$ cat config.mk
export PLATFORM = sky130hd
export DESIGN_NAME = gpio_pme_wake_signaler
export DESIGN_NICKNAME = d
export VERILOG_FILES = /design/src/pme_wake_pkg.sv /design/src/pulse_timer.sv /design/src/gpio_pme_wake_signaler.sv
export SDC_FILE = /design/constraint.sdc
export NUM_CORES = 1
export LEC_CHECK = 0
export BUFFER_PORTS_ARGS = -buffer_cell sky130_fd_sc_hd__buf_2
export CAP_MARGIN = 30
export CORE_MARGIN = 4
export CORE_UTILIZATION = 40
export DETAILED_ROUTE_END_ITERATION = 8
export HOLD_SLACK_MARGIN = 0.03
export MAX_ROUTING_LAYER = met4
export PLACE_DENSITY = 0.64
export SLEW_MARGIN = 10
export SYNTH_ARGS = -nofsm -noshare
export SYNTH_HDL_FRONTEND = slang
export SYNTH_HIERARCHICAL = 1
export SYNTH_SLANG_ARGS = --single-unit
$ cat constraint.sdc
create_clock -name clk -period 2.4 [get_ports clk]
set_input_delay 0.48 -clock clk [delete_from_list [all_inputs] [get_ports clk]]
set_output_delay 0.48 -clock clk [all_outputs]
set_load 0.02 [all_outputs]
$ cat src/pme_wake_pkg.sv
package pme_wake_pkg;

	// Flag byte fields.
	localparam int FLAG_ENABLE_BIT = 7;
	localparam int FLAG_PULSE_BIT = 6;
	localparam int FLAG_LONG_BIT = 5;
	localparam int FLAG_POLARITY_BIT = 4;
	localparam int FLAG_PUSHPULL_BIT = 3;
	localparam int FLAG_LINKSEL_BIT = 2;
	localparam int FLAG_TENTH_SENSE_BIT = 1;
	localparam logic [7:0] FLAG_RESET = 8'h00;
	localparam logic [10:0] WAKE_ENABLES_RESET = 11'h000;
	localparam int WAKE_PIN_COUNT = 11;
	localparam int TENTH_PIN_INDEX = 10;

	// Timing.
	localparam int CLK_HZ = 25000000;
	localparam int SHORT_PULSE_US = 1500;
	localparam int LONG_PULSE_US = 150000;
	localparam int SHORT_PULSE_CYCLES = SHORT_PULSE_US * (CLK_HZ / 1000000);
	localparam int LONG_PULSE_CYCLES = LONG_PULSE_US * (CLK_HZ / 1000000);

	// Register map (byte addresses).
	localparam logic [7:0] ADDR_FLAGS = 8'h00;
	localparam logic [7:0] ADDR_WAKE_EN = 8'h04;
	localparam logic [7:0] ADDR_STATUS = 8'h08;
	localparam logic [7:0] ADDR_INT_CLEAR = 8'h0C;
	localparam logic [7:0] ADDR_INT_ENABLE = 8'h10;
	localparam logic [7:0] ADDR_STATE = 8'h14;

	// Status bits.
	localparam int ST_MAGIC = 0;
	localparam int ST_LINK = 1;
	localparam int ST_PIN = 2;
	localparam int ST_DONE = 3;
	localparam int ST_WIDTH = 4;

	typedef enum logic [2:0] {
		IDLE = 3'b001,
		ASSERT_LEVEL = 3'b010,
		ASSERT_PULSE = 3'b100
	} wake_state_t;

endpackage : pme_wake_pkg

$ cat src/pulse_timer.sv
`timescale 1ns/1ps
`default_nettype none
module pulse_timer #(
	parameter int WIDTH = 23
) (
	input wire logic clk,
	input wire logic rst_b,
	input wire logic start,
	input wire logic [WIDTH-1:0] length,
	output logic busy,
	output logic done
);
	logic [WIDTH-1:0] count_reg;
	logic [WIDTH-1:0] count_next;
	logic done_reg;
	logic isZero;

	assign isZero = (count_reg == '0);
	assign count_next = start ? length : (isZero ? count_reg : count_reg - 1'b1);
	assign busy = !isZero;
	assign done = done_reg;

	always_ff @(posedge clk or negedge rst_b)
	begin
		if (!rst_b)
		begin
			count_reg <= '0;
			done_reg <= 1'b0;
		end
		else
		begin
			count_reg <= count_next;
			done_reg <= !start && (count_reg == {{(WIDTH-1){1'b0}}, 1'b1});
		end
	end
endmodule : pulse_timer
`default_nettype wire

$ cat src/gpio_pme_wake_signaler.sv
// Operation
// RQ1 - With the enable flag (bit 7) set, a Magic Packet, link-up or wake-pin event asserts the wake output; cleared, nothing signals.
// RQ2 - The internal-mode wake pin carries the event with the internal PHY, the external-mode wake pin with an external PHY.
// RQ3 - While the enable flag is 0 every other flag-byte parameter is ignored.
// RQ4 - Bit 6 selects level signaling (0) or pulse signaling (1).
// RQ5 - In pulse mode bit 5 gives 1.5 ms (0) or 150 ms (1).
// RQ6 - Bit 4 sets the active sense: 0 active low, 1 active high.
// RQ7 - Bit 3 selects a single-sided driver (0) or push-pull (1).
// RQ8 - A single-sided driver is open drain at polarity 0 and open source at polarity 1.
// RQ9 - Bit 2 selects Magic Packet (0) or link-up (1) as the network source beside wake pins.
// RQ10 - Link-up wakeup is never given with an external PHY.
// RQ11 - Wake-pin selection comes from the wake pin enable field loaded from bytes 1Eh and 1Fh.
// RQ12 - Bit 1 sets the detection sense of the tenth wake input pin, ignored when signaling is off.
// RQ13 - The pulse is timed by a core-clock counter and the pin then returns to inactive or high impedance.
`timescale 1ns/1ps
`default_nettype none
module gpio_pme_wake_signaler
	import pme_wake_pkg::*;
#(
	parameter int SHORT_CYCLES = SHORT_PULSE_CYCLES,
	parameter int LONG_CYCLES = LONG_PULSE_CYCLES
) (
	input wire logic clk,
	input wire logic rst_b,
	input wire logic [7:0] wb_adr_i,
	input wire logic [31:0] wb_dat_i,
	output logic [31:0] wb_dat_o,
	input wire logic wb_we_i,
	input wire logic [3:0] wb_sel_i,
	input wire logic wb_cyc_i,
	input wire logic wb_stb_i,
	output logic wb_ack_o,
	input wire logic phy_source_strap,
	input wire logic magic_packet_event,
	input wire logic link_up_event,
	input wire logic [WAKE_PIN_COUNT-1:0] wake_pins_in,
	input wire logic [WAKE_PIN_COUNT-1:0] wake_pin_polarity,
	output logic internal_mode_wake_pin_out,
	output logic internal_mode_wake_pin_oe_b,
	output logic external_mode_wake_pin_out,
	output logic external_mode_wake_pin_oe_b,
	output logic irq
);
	localparam int TW = $clog2(LONG_CYCLES + 1);

	// Refuse pulse lengths that the timer or the read path cannot hold.
	if (SHORT_CYCLES < 1 || LONG_CYCLES < SHORT_CYCLES || TW > 32)
	begin : gBadLengths
		$error("Pulse lengths out of range.");
	end

	logic [7:0] flags_reg;
	logic [WAKE_PIN_COUNT-1:0] wakeEn_reg;
	logic [ST_WIDTH-1:0] status_reg;
	logic [ST_WIDTH-1:0] status_next;
	logic [ST_WIDTH-1:0] intEn_reg;
	logic ack_reg;
	logic [31:0] rdata_reg;
	logic [WAKE_PIN_COUNT-1:0] pinPrev_reg;
	logic primed_reg;
	wake_state_t state_reg;
	wake_state_t state_next;

	// Bus decode.
	wire access = wb_cyc_i && wb_stb_i && !ack_reg;
	wire wrLow = access && wb_we_i && wb_sel_i[0];
	wire wrHigh = access && wb_we_i && wb_sel_i[1];
	wire hitFlags = (wb_adr_i == ADDR_FLAGS);
	wire hitWakeEn = (wb_adr_i == ADDR_WAKE_EN);
	wire hitStatus = (wb_adr_i == ADDR_STATUS);
	wire hitClear = (wb_adr_i == ADDR_INT_CLEAR);
	wire hitIntEn = (wb_adr_i == ADDR_INT_ENABLE);
	wire hitState = (wb_adr_i == ADDR_STATE);

	// Flag fields.
	wire enable = flags_reg[FLAG_ENABLE_BIT];
	wire pulseMode = flags_reg[FLAG_PULSE_BIT];
	wire longPulse = flags_reg[FLAG_LONG_BIT];
	wire polarity = flags_reg[FLAG_POLARITY_BIT];
	wire pushPull = flags_reg[FLAG_PUSHPULL_BIT];
	wire linkSel = flags_reg[FLAG_LINKSEL_BIT];
	wire tenthSense = flags_reg[FLAG_TENTH_SENSE_BIT];
	wire externalPhy = phy_source_strap;

	// Wake pin detection with per-pin sense; the tenth pin's sense comes from the flag byte.
	wire [WAKE_PIN_COUNT-1:0] pinSense;
	wire [WAKE_PIN_COUNT-1:0] pinActive;
	wire [WAKE_PIN_COUNT-1:0] pinRise;
	for (genvar i = 0; i < WAKE_PIN_COUNT; i++)
	begin : gPin
		if (i == TENTH_PIN_INDEX)
		begin : gTenth
			assign pinSense[i] = tenthSense; // [RQ12]
		end
		else
		begin : gOther
			assign pinSense[i] = wake_pin_polarity[i];
		end
		assign pinActive[i] = (wake_pins_in[i] == pinSense[i]);
		// No edge is taken in the first cycle after reset, so a pin that is already active is no fresh wake.
		assign pinRise[i] = primed_reg && pinActive[i] && !pinPrev_reg[i];
	end
	wire pinEvent = |(pinRise & wakeEn_reg); // [RQ11]

	wire magicEvent = magic_packet_event && !linkSel; // [RQ9]
	wire linkEvent = link_up_event && linkSel && !externalPhy; // [RQ9] [RQ10]
	wire wakeEvent = enable && (magicEvent || linkEvent || pinEvent); // [RQ1] [RQ3]

	// Pulse timer.
	logic timerBusy;
	logic timerDone;
	wire startPulse = (state_reg == IDLE) && wakeEvent && pulseMode; // [RQ4]
	wire [TW-1:0] pulseLen = longPulse ? TW'(LONG_CYCLES) : TW'(SHORT_CYCLES); // [RQ5]

	pulse_timer #(
		.WIDTH(TW)
	) timer (
		.clk(clk),
		.rst_b(rst_b),
		.start(startPulse),
		.length(pulseLen),
		.busy(timerBusy),
		.done(timerDone)
	);

	always_comb
	begin
		state_next = state_reg;
		case (state_reg)
			IDLE:
			begin
				if (wakeEvent)
					state_next = pulseMode ? ASSERT_PULSE : ASSERT_LEVEL; // [RQ4]
			end
			ASSERT_LEVEL:
			begin
				if (!enable || pulseMode)
					state_next = IDLE; // [RQ3]
			end
			ASSERT_PULSE:
			begin
				if (!enable || !timerBusy)
					state_next = IDLE; // [RQ13]
			end
			default:
				state_next = IDLE;
		endcase
	end

	// Level mode holds until software acknowledges the wake by clearing the pin, link and magic status together, or until the enable flag is cleared or bit 6 is set.
	wire levelClear = wrLow && hitClear;
	wire asserted = enable && (state_reg != IDLE); // [RQ3]

	// Pin drive.
	logic driveLevel;
	logic driveOeB;
	always_comb
	begin
		driveLevel = asserted ? polarity : !polarity; // [RQ6]
		if (!enable)
			driveOeB = 1'b1;
		else if (pushPull)
			driveOeB = 1'b0; // [RQ7]
		else
			driveOeB = !asserted; // [RQ8] [RQ13]
	end

	assign internal_mode_wake_pin_out = externalPhy ? 1'b0 : driveLevel; // [RQ2]
	assign internal_mode_wake_pin_oe_b = externalPhy ? 1'b1 : driveOeB; // [RQ2]
	assign external_mode_wake_pin_out = externalPhy ? driveLevel : 1'b0; // [RQ2]
	assign external_mode_wake_pin_oe_b = externalPhy ? driveOeB : 1'b1; // [RQ2]

	// Status: set wins over clear.
	wire [ST_WIDTH-1:0] statusSet = {timerDone, enable && pinEvent, enable && linkEvent, enable && magicEvent};
	wire [ST_WIDTH-1:0] statusClr = levelClear ? wb_dat_i[ST_WIDTH-1:0] : '0;
	assign status_next = (status_reg & ~statusClr) | statusSet;
	assign irq = |(status_reg & intEn_reg);

	// Leaving level mode also happens when one clear write sets the pin, link and magic bits together, whichever caused it.
	wire levelDone = (state_reg == ASSERT_LEVEL) && levelClear && wb_dat_i[ST_PIN] && wb_dat_i[ST_MAGIC]
		&& wb_dat_i[ST_LINK];

	logic [31:0] readMux;
	always_comb
	begin
		if (hitFlags)
			readMux = {24'h000000, flags_reg};
		else if (hitWakeEn)
			readMux = {{(32-WAKE_PIN_COUNT){1'b0}}, wakeEn_reg};
		else if (hitStatus)
			readMux = {{(32-ST_WIDTH){1'b0}}, status_reg};
		else if (hitIntEn)
			readMux = {{(32-ST_WIDTH){1'b0}}, intEn_reg};
		else if (hitState)
			readMux = {{29{1'b0}}, state_reg};
		else
			readMux = 32'h00000000;
	end

	// Bus answer: one-cycle acknowledge, read data only beside it.
	always_ff @(posedge clk or negedge rst_b)
	begin
		if (!rst_b)
		begin
			ack_reg <= 1'b0;
			rdata_reg <= 32'h00000000;
		end
		else
		begin
			ack_reg <= access;
			rdata_reg <= (access && !wb_we_i) ? readMux : 32'h00000000;
		end
	end

	// Sticky status bits.
	always_ff @(posedge clk or negedge rst_b)
	begin
		if (!rst_b)
			status_reg <= '0;
		else
			status_reg <= status_next;
	end

	// Wake pin history for edge detection.
	always_ff @(posedge clk or negedge rst_b)
	begin
		if (!rst_b)
		begin
			pinPrev_reg <= '0;
			primed_reg <= 1'b0;
		end
		else
		begin
			pinPrev_reg <= pinActive;
			primed_reg <= 1'b1;
		end
	end

	// Signaling state.
	always_ff @(posedge clk or negedge rst_b)
	begin
		if (!rst_b)
			state_reg <= IDLE;
		else
			state_reg <= levelDone ? IDLE : state_next;
	end

	// Flag byte.
	always_ff @(posedge clk or negedge rst_b)
	begin
		if (!rst_b)
			flags_reg <= FLAG_RESET;
		else if (wrLow && hitFlags)
			flags_reg <= wb_dat_i[7:0];
	end

	// Wake pin enables, written in two byte lanes.
	always_ff @(posedge clk or negedge rst_b)
	begin
		if (!rst_b)
			wakeEn_reg <= WAKE_ENABLES_RESET;
		else
		begin
			if (wrLow && hitWakeEn)
				wakeEn_reg[7:0] <= wb_dat_i[7:0]; // [RQ11]
			if (wrHigh && hitWakeEn)
				wakeEn_reg[10:8] <= wb_dat_i[10:8]; // [RQ11]
		end
	end

	// Interrupt enables.
	always_ff @(posedge clk or negedge rst_b)
	begin
		if (!rst_b)
			intEn_reg <= '0;
		else if (wrLow && hitIntEn)
			intEn_reg <= wb_dat_i[ST_WIDTH-1:0];
	end

	assign wb_ack_o = ack_reg;
	assign wb_dat_o = rdata_reg;
endmodule : gpio_pme_wake_signaler
`default_nettype wire

==> impl_metrics.csv <==
group,metric,value,unit
synthesis,ys.flop_type,"dfrtp_1",
route,drt-initial-drc-count,101,
worst_setup_path,regToRegEndpoint,"state_reg[0]",
clock_tree,cts.path.max_buffers,2,
global_routing,antenna_found_initial,0,
route,dr.pass1.iters,4,
synthesis,synth-edff-count,0,
layout,n_antenna_cell,0,
synthesis,synth.area.top_cells,"dfrtp_1, mux2_2, buf_4, xnor2_1, nand2_1",
worst_setup_path,crit_path_start_kind,"flop",
sta,maxSlewHeadroom,0.613,
clock_tree,root_buffer,"clkbuf_8",
global_routing,grt_max_degree,42,
floorplan,num_io_pins,112,
place,gp_congestion,0.889,
floorplan,core,0.00991,sq mm
layout,final_area,0.00479,sq mm
layout,largest_reg_flops,22,
sta,fin_ws,0.112,ns
route,postRouteAntennaNets,0,
layout,nets,561,
pwr,ir_drop,0.000304,V
place,dpl_cell_area,0.00461,sq mm
synthesis,avgSynthCellArea,10.4,sq um
clock_tree,cts_tree,"yes",
floorplan,fp.dieW,109,um
job,maxCapViolCount,0,
sta,worstMarginPinSlew,0.576,ns
layout,syn_to_final_growth,16.7,%
worst_setup_path,setup.worst_path.end_class,"flop",
clock_tree,clk_latency,0.35,ns
synthesis,synth_top_area_cell,"dfrtp_1",
route,remaining_drc_errors,0,
floorplan,dieArea,0.0120,sq mm
layout,fillCellCount,953,
floorplan,die_y,109,um
place,place_ws,-0.00243,ns
synthesis,syn_inst,396,
clock_tree,cts_max_level,3,
synthesis,async_reset_ff_frac,1.00,
synthesis,ys_seq_area_frac,0.469,
sta,maxSlewViolCount,0,
sta,tns,0,ns
sta,post-route-period-util,0.953,
outcome,outcome,"finished, final reports clean",
hold_path,hold_path.class,"in2async",
global_routing,grt_overflow,0,
global_routing,grt_pass1_wl,15.2,mm
synthesis,yosys_warnings,6,
clock_tree,clkTransAtPathRegs,0.09,ns
synthesis,synth.distinct_cells,69,
worst_setup_path,crit_type,"reg2reg",
clock_tree,cts_sinks,77,
route,wl,9.38,mm
worst_setup_path,r2r-start,"timer/count_reg[17]",
worst_setup_path,path_max_fanout,6,
layout,fin_cells,623,
place,dp_cells,607,
place,port-buffer-count,66,
sta,holdWs,0.102,ns
sta,period_needed,2.29,ns
clock_tree,cts_made_buffers,9,
floorplan,start_util,0.415,
global_routing,grt_pass1_vias,3071,
synthesis,netlist_area,0.00411,sq mm
sta,fin_skew,0.0114,ns
pwr,p_leak,2.22,nW
worst_setup_path,cp.required,2.69,ns
route,wl_per_cell,15.1,um
route,drt-vias-per-instance,5.07,
sta,max_freq,0.437,GHz
sta,hold_viol_final,0,
clock_tree,holdBufCountCts,0,
worst_setup_path,reg2regPathDepth,9,
worst_setup_path,cp.arrival,2.58,ns
pwr,pwr_density_cell,519,mW/mm^2
synthesis,post-synth-top-area-fraction,0.463,
synthesis,ys_ff_latch,77,
layout,layout-drive-gt1-share,0.280,
floorplan,row_count,36,
place,dpl.hpwl,7.19,mm
sta,rsz0062_at_grt,"no",
route,vias,3157,
global_routing,grt_usage,0.168,
sta,finalSetupViolations,0,
worst_setup_path,r2r_slack,0.11,ns
-- power by group --
group	switching (mW)	total (mW)	internal, mW
clock	0.534	0.936	0.402
sequential	0.0177	1.34	1.32
combinational	0.132	0.208	0.0752
total	0.684	2.49	1.80
-- layout by cell type, fill, tap and decap left out, drive strengths merged, types with 2 or more instances in the layout --
master / count
xor2: 5
a31o: 2
or3b: 2
nor2: 28
nor3: 11
nor2b: 7
mux2: 24
o211ai: 3
ha: 2
a211oi: 4
nand4: 6
a22oi: 8
a311oi: 2
dfrtp: 76
nand2: 38
mux2i: 3
and2: 4
o21ai: 17
o31ai: 8
a21o: 2
nand3b: 7
a32oi: 4
conb: 34
xnor2: 17
buf: 80
nor4: 11
a21oi: 7
nor3b: 3
or4b: 2
or4: 7
inv: 19
clkbuf: 9
or2: 2
o31a: 3
nand3: 5
a31oi: 8
or3: 6
-- worst max-delay path: stages (launching register included) --
cell and delay [ns]:
dfrtp_1 0.42, or4_4 0.55, or3_1 0.49, nor2_8 0.21, inv_2 0.06, nand3b_1 0.10, a21oi_1 0.07, a21o_1 0.15
nand3_1 0.08, a31o_1 0.10
-- per-stage QoR --
step | utilization | total power [mW]
5_1_grt | 0.484 | 2.61
3_5_place_dp | 0.465 | 1.58
4_1_cts | 0.484 | 2.53
6_report | 0.484 | 2.49
3_3_place_gp | 0.465 | 1.57
2_1_floorplan | - | 1.50
-- metal layers --
metal,part of all wire,GRT usage,vias up
li1,-,-,1557
met1,0.42,0.206,1513
met2,0.51,0.283,80
met3,0.063,0.0429,7
met4,0.0069,0.0312,0
met5,0,-,-
-- final cells by class --
type | count | area (sq um) | share of cell area
Clock buffer | 9 | 124 | 0.0258
Inverter | 14 | 52.6 | 0.0110
Clock inverter | 7 | 65.1 | 0.0136
Multi-Input combinational cell | 303 | 2010 | 0.419
Timing Repair Buffer | 80 | 450 | 0.0939
Sequential cell | 77 | 1930 | 0.402
Tap cell | 133 | 166 | 0.0347
-- cells in the mapped netlist, drive strengths merged, types with 11 or more instances --
| library cell | instances |
|---|---|
| nand2 | 38 |
| buf | 27 |
| mux2 | 24 |
| nor4 | 11 |
| nor2 | 28 |
| xnor2 | 17 |
| o21ai | 17 |
| dfrtp | 76 |
| inv | 14 |
| nor3 | 11 |
-- logic make-up after synthesis --
family          synth area share
buf+inv                   0.0713
flops                      0.469
fa+ha+maj                0.00609
xor+xnor                  0.0469
mux                       0.0731
other cells              0.00183
compound gates             0.125
simple gates               0.206
-- timing repair --
action                                 in CTS  in global routing
buffers inserted                            0                  0
setup endpoints to repair                   0                  2
resized for setup                           0                  1
endpoints found under the hold margin       0                  0
-- how the worst max path moves through the flow --
stage                          to  cells past startpoint  slack (ns)                  from
2_1_floorplan  timer/count_reg[2]                     10        0.25  wake_pin_polarity[2]
3_3_place_gp   timer/count_reg[1]                     10        0.11  wake_pin_polarity[3]
6_report             state_reg[0]                      9        0.11   timer/count_reg[17]
4_1_cts              state_reg[0]                      9        0.11   timer/count_reg[17]
3_5_place_dp   timer/count_reg[1]                     10      -0.002       wake_pins_in[3]
5_1_grt              state_reg[0]                      9     0.00008   timer/count_reg[17]
(Power assumes the default switching activity.)
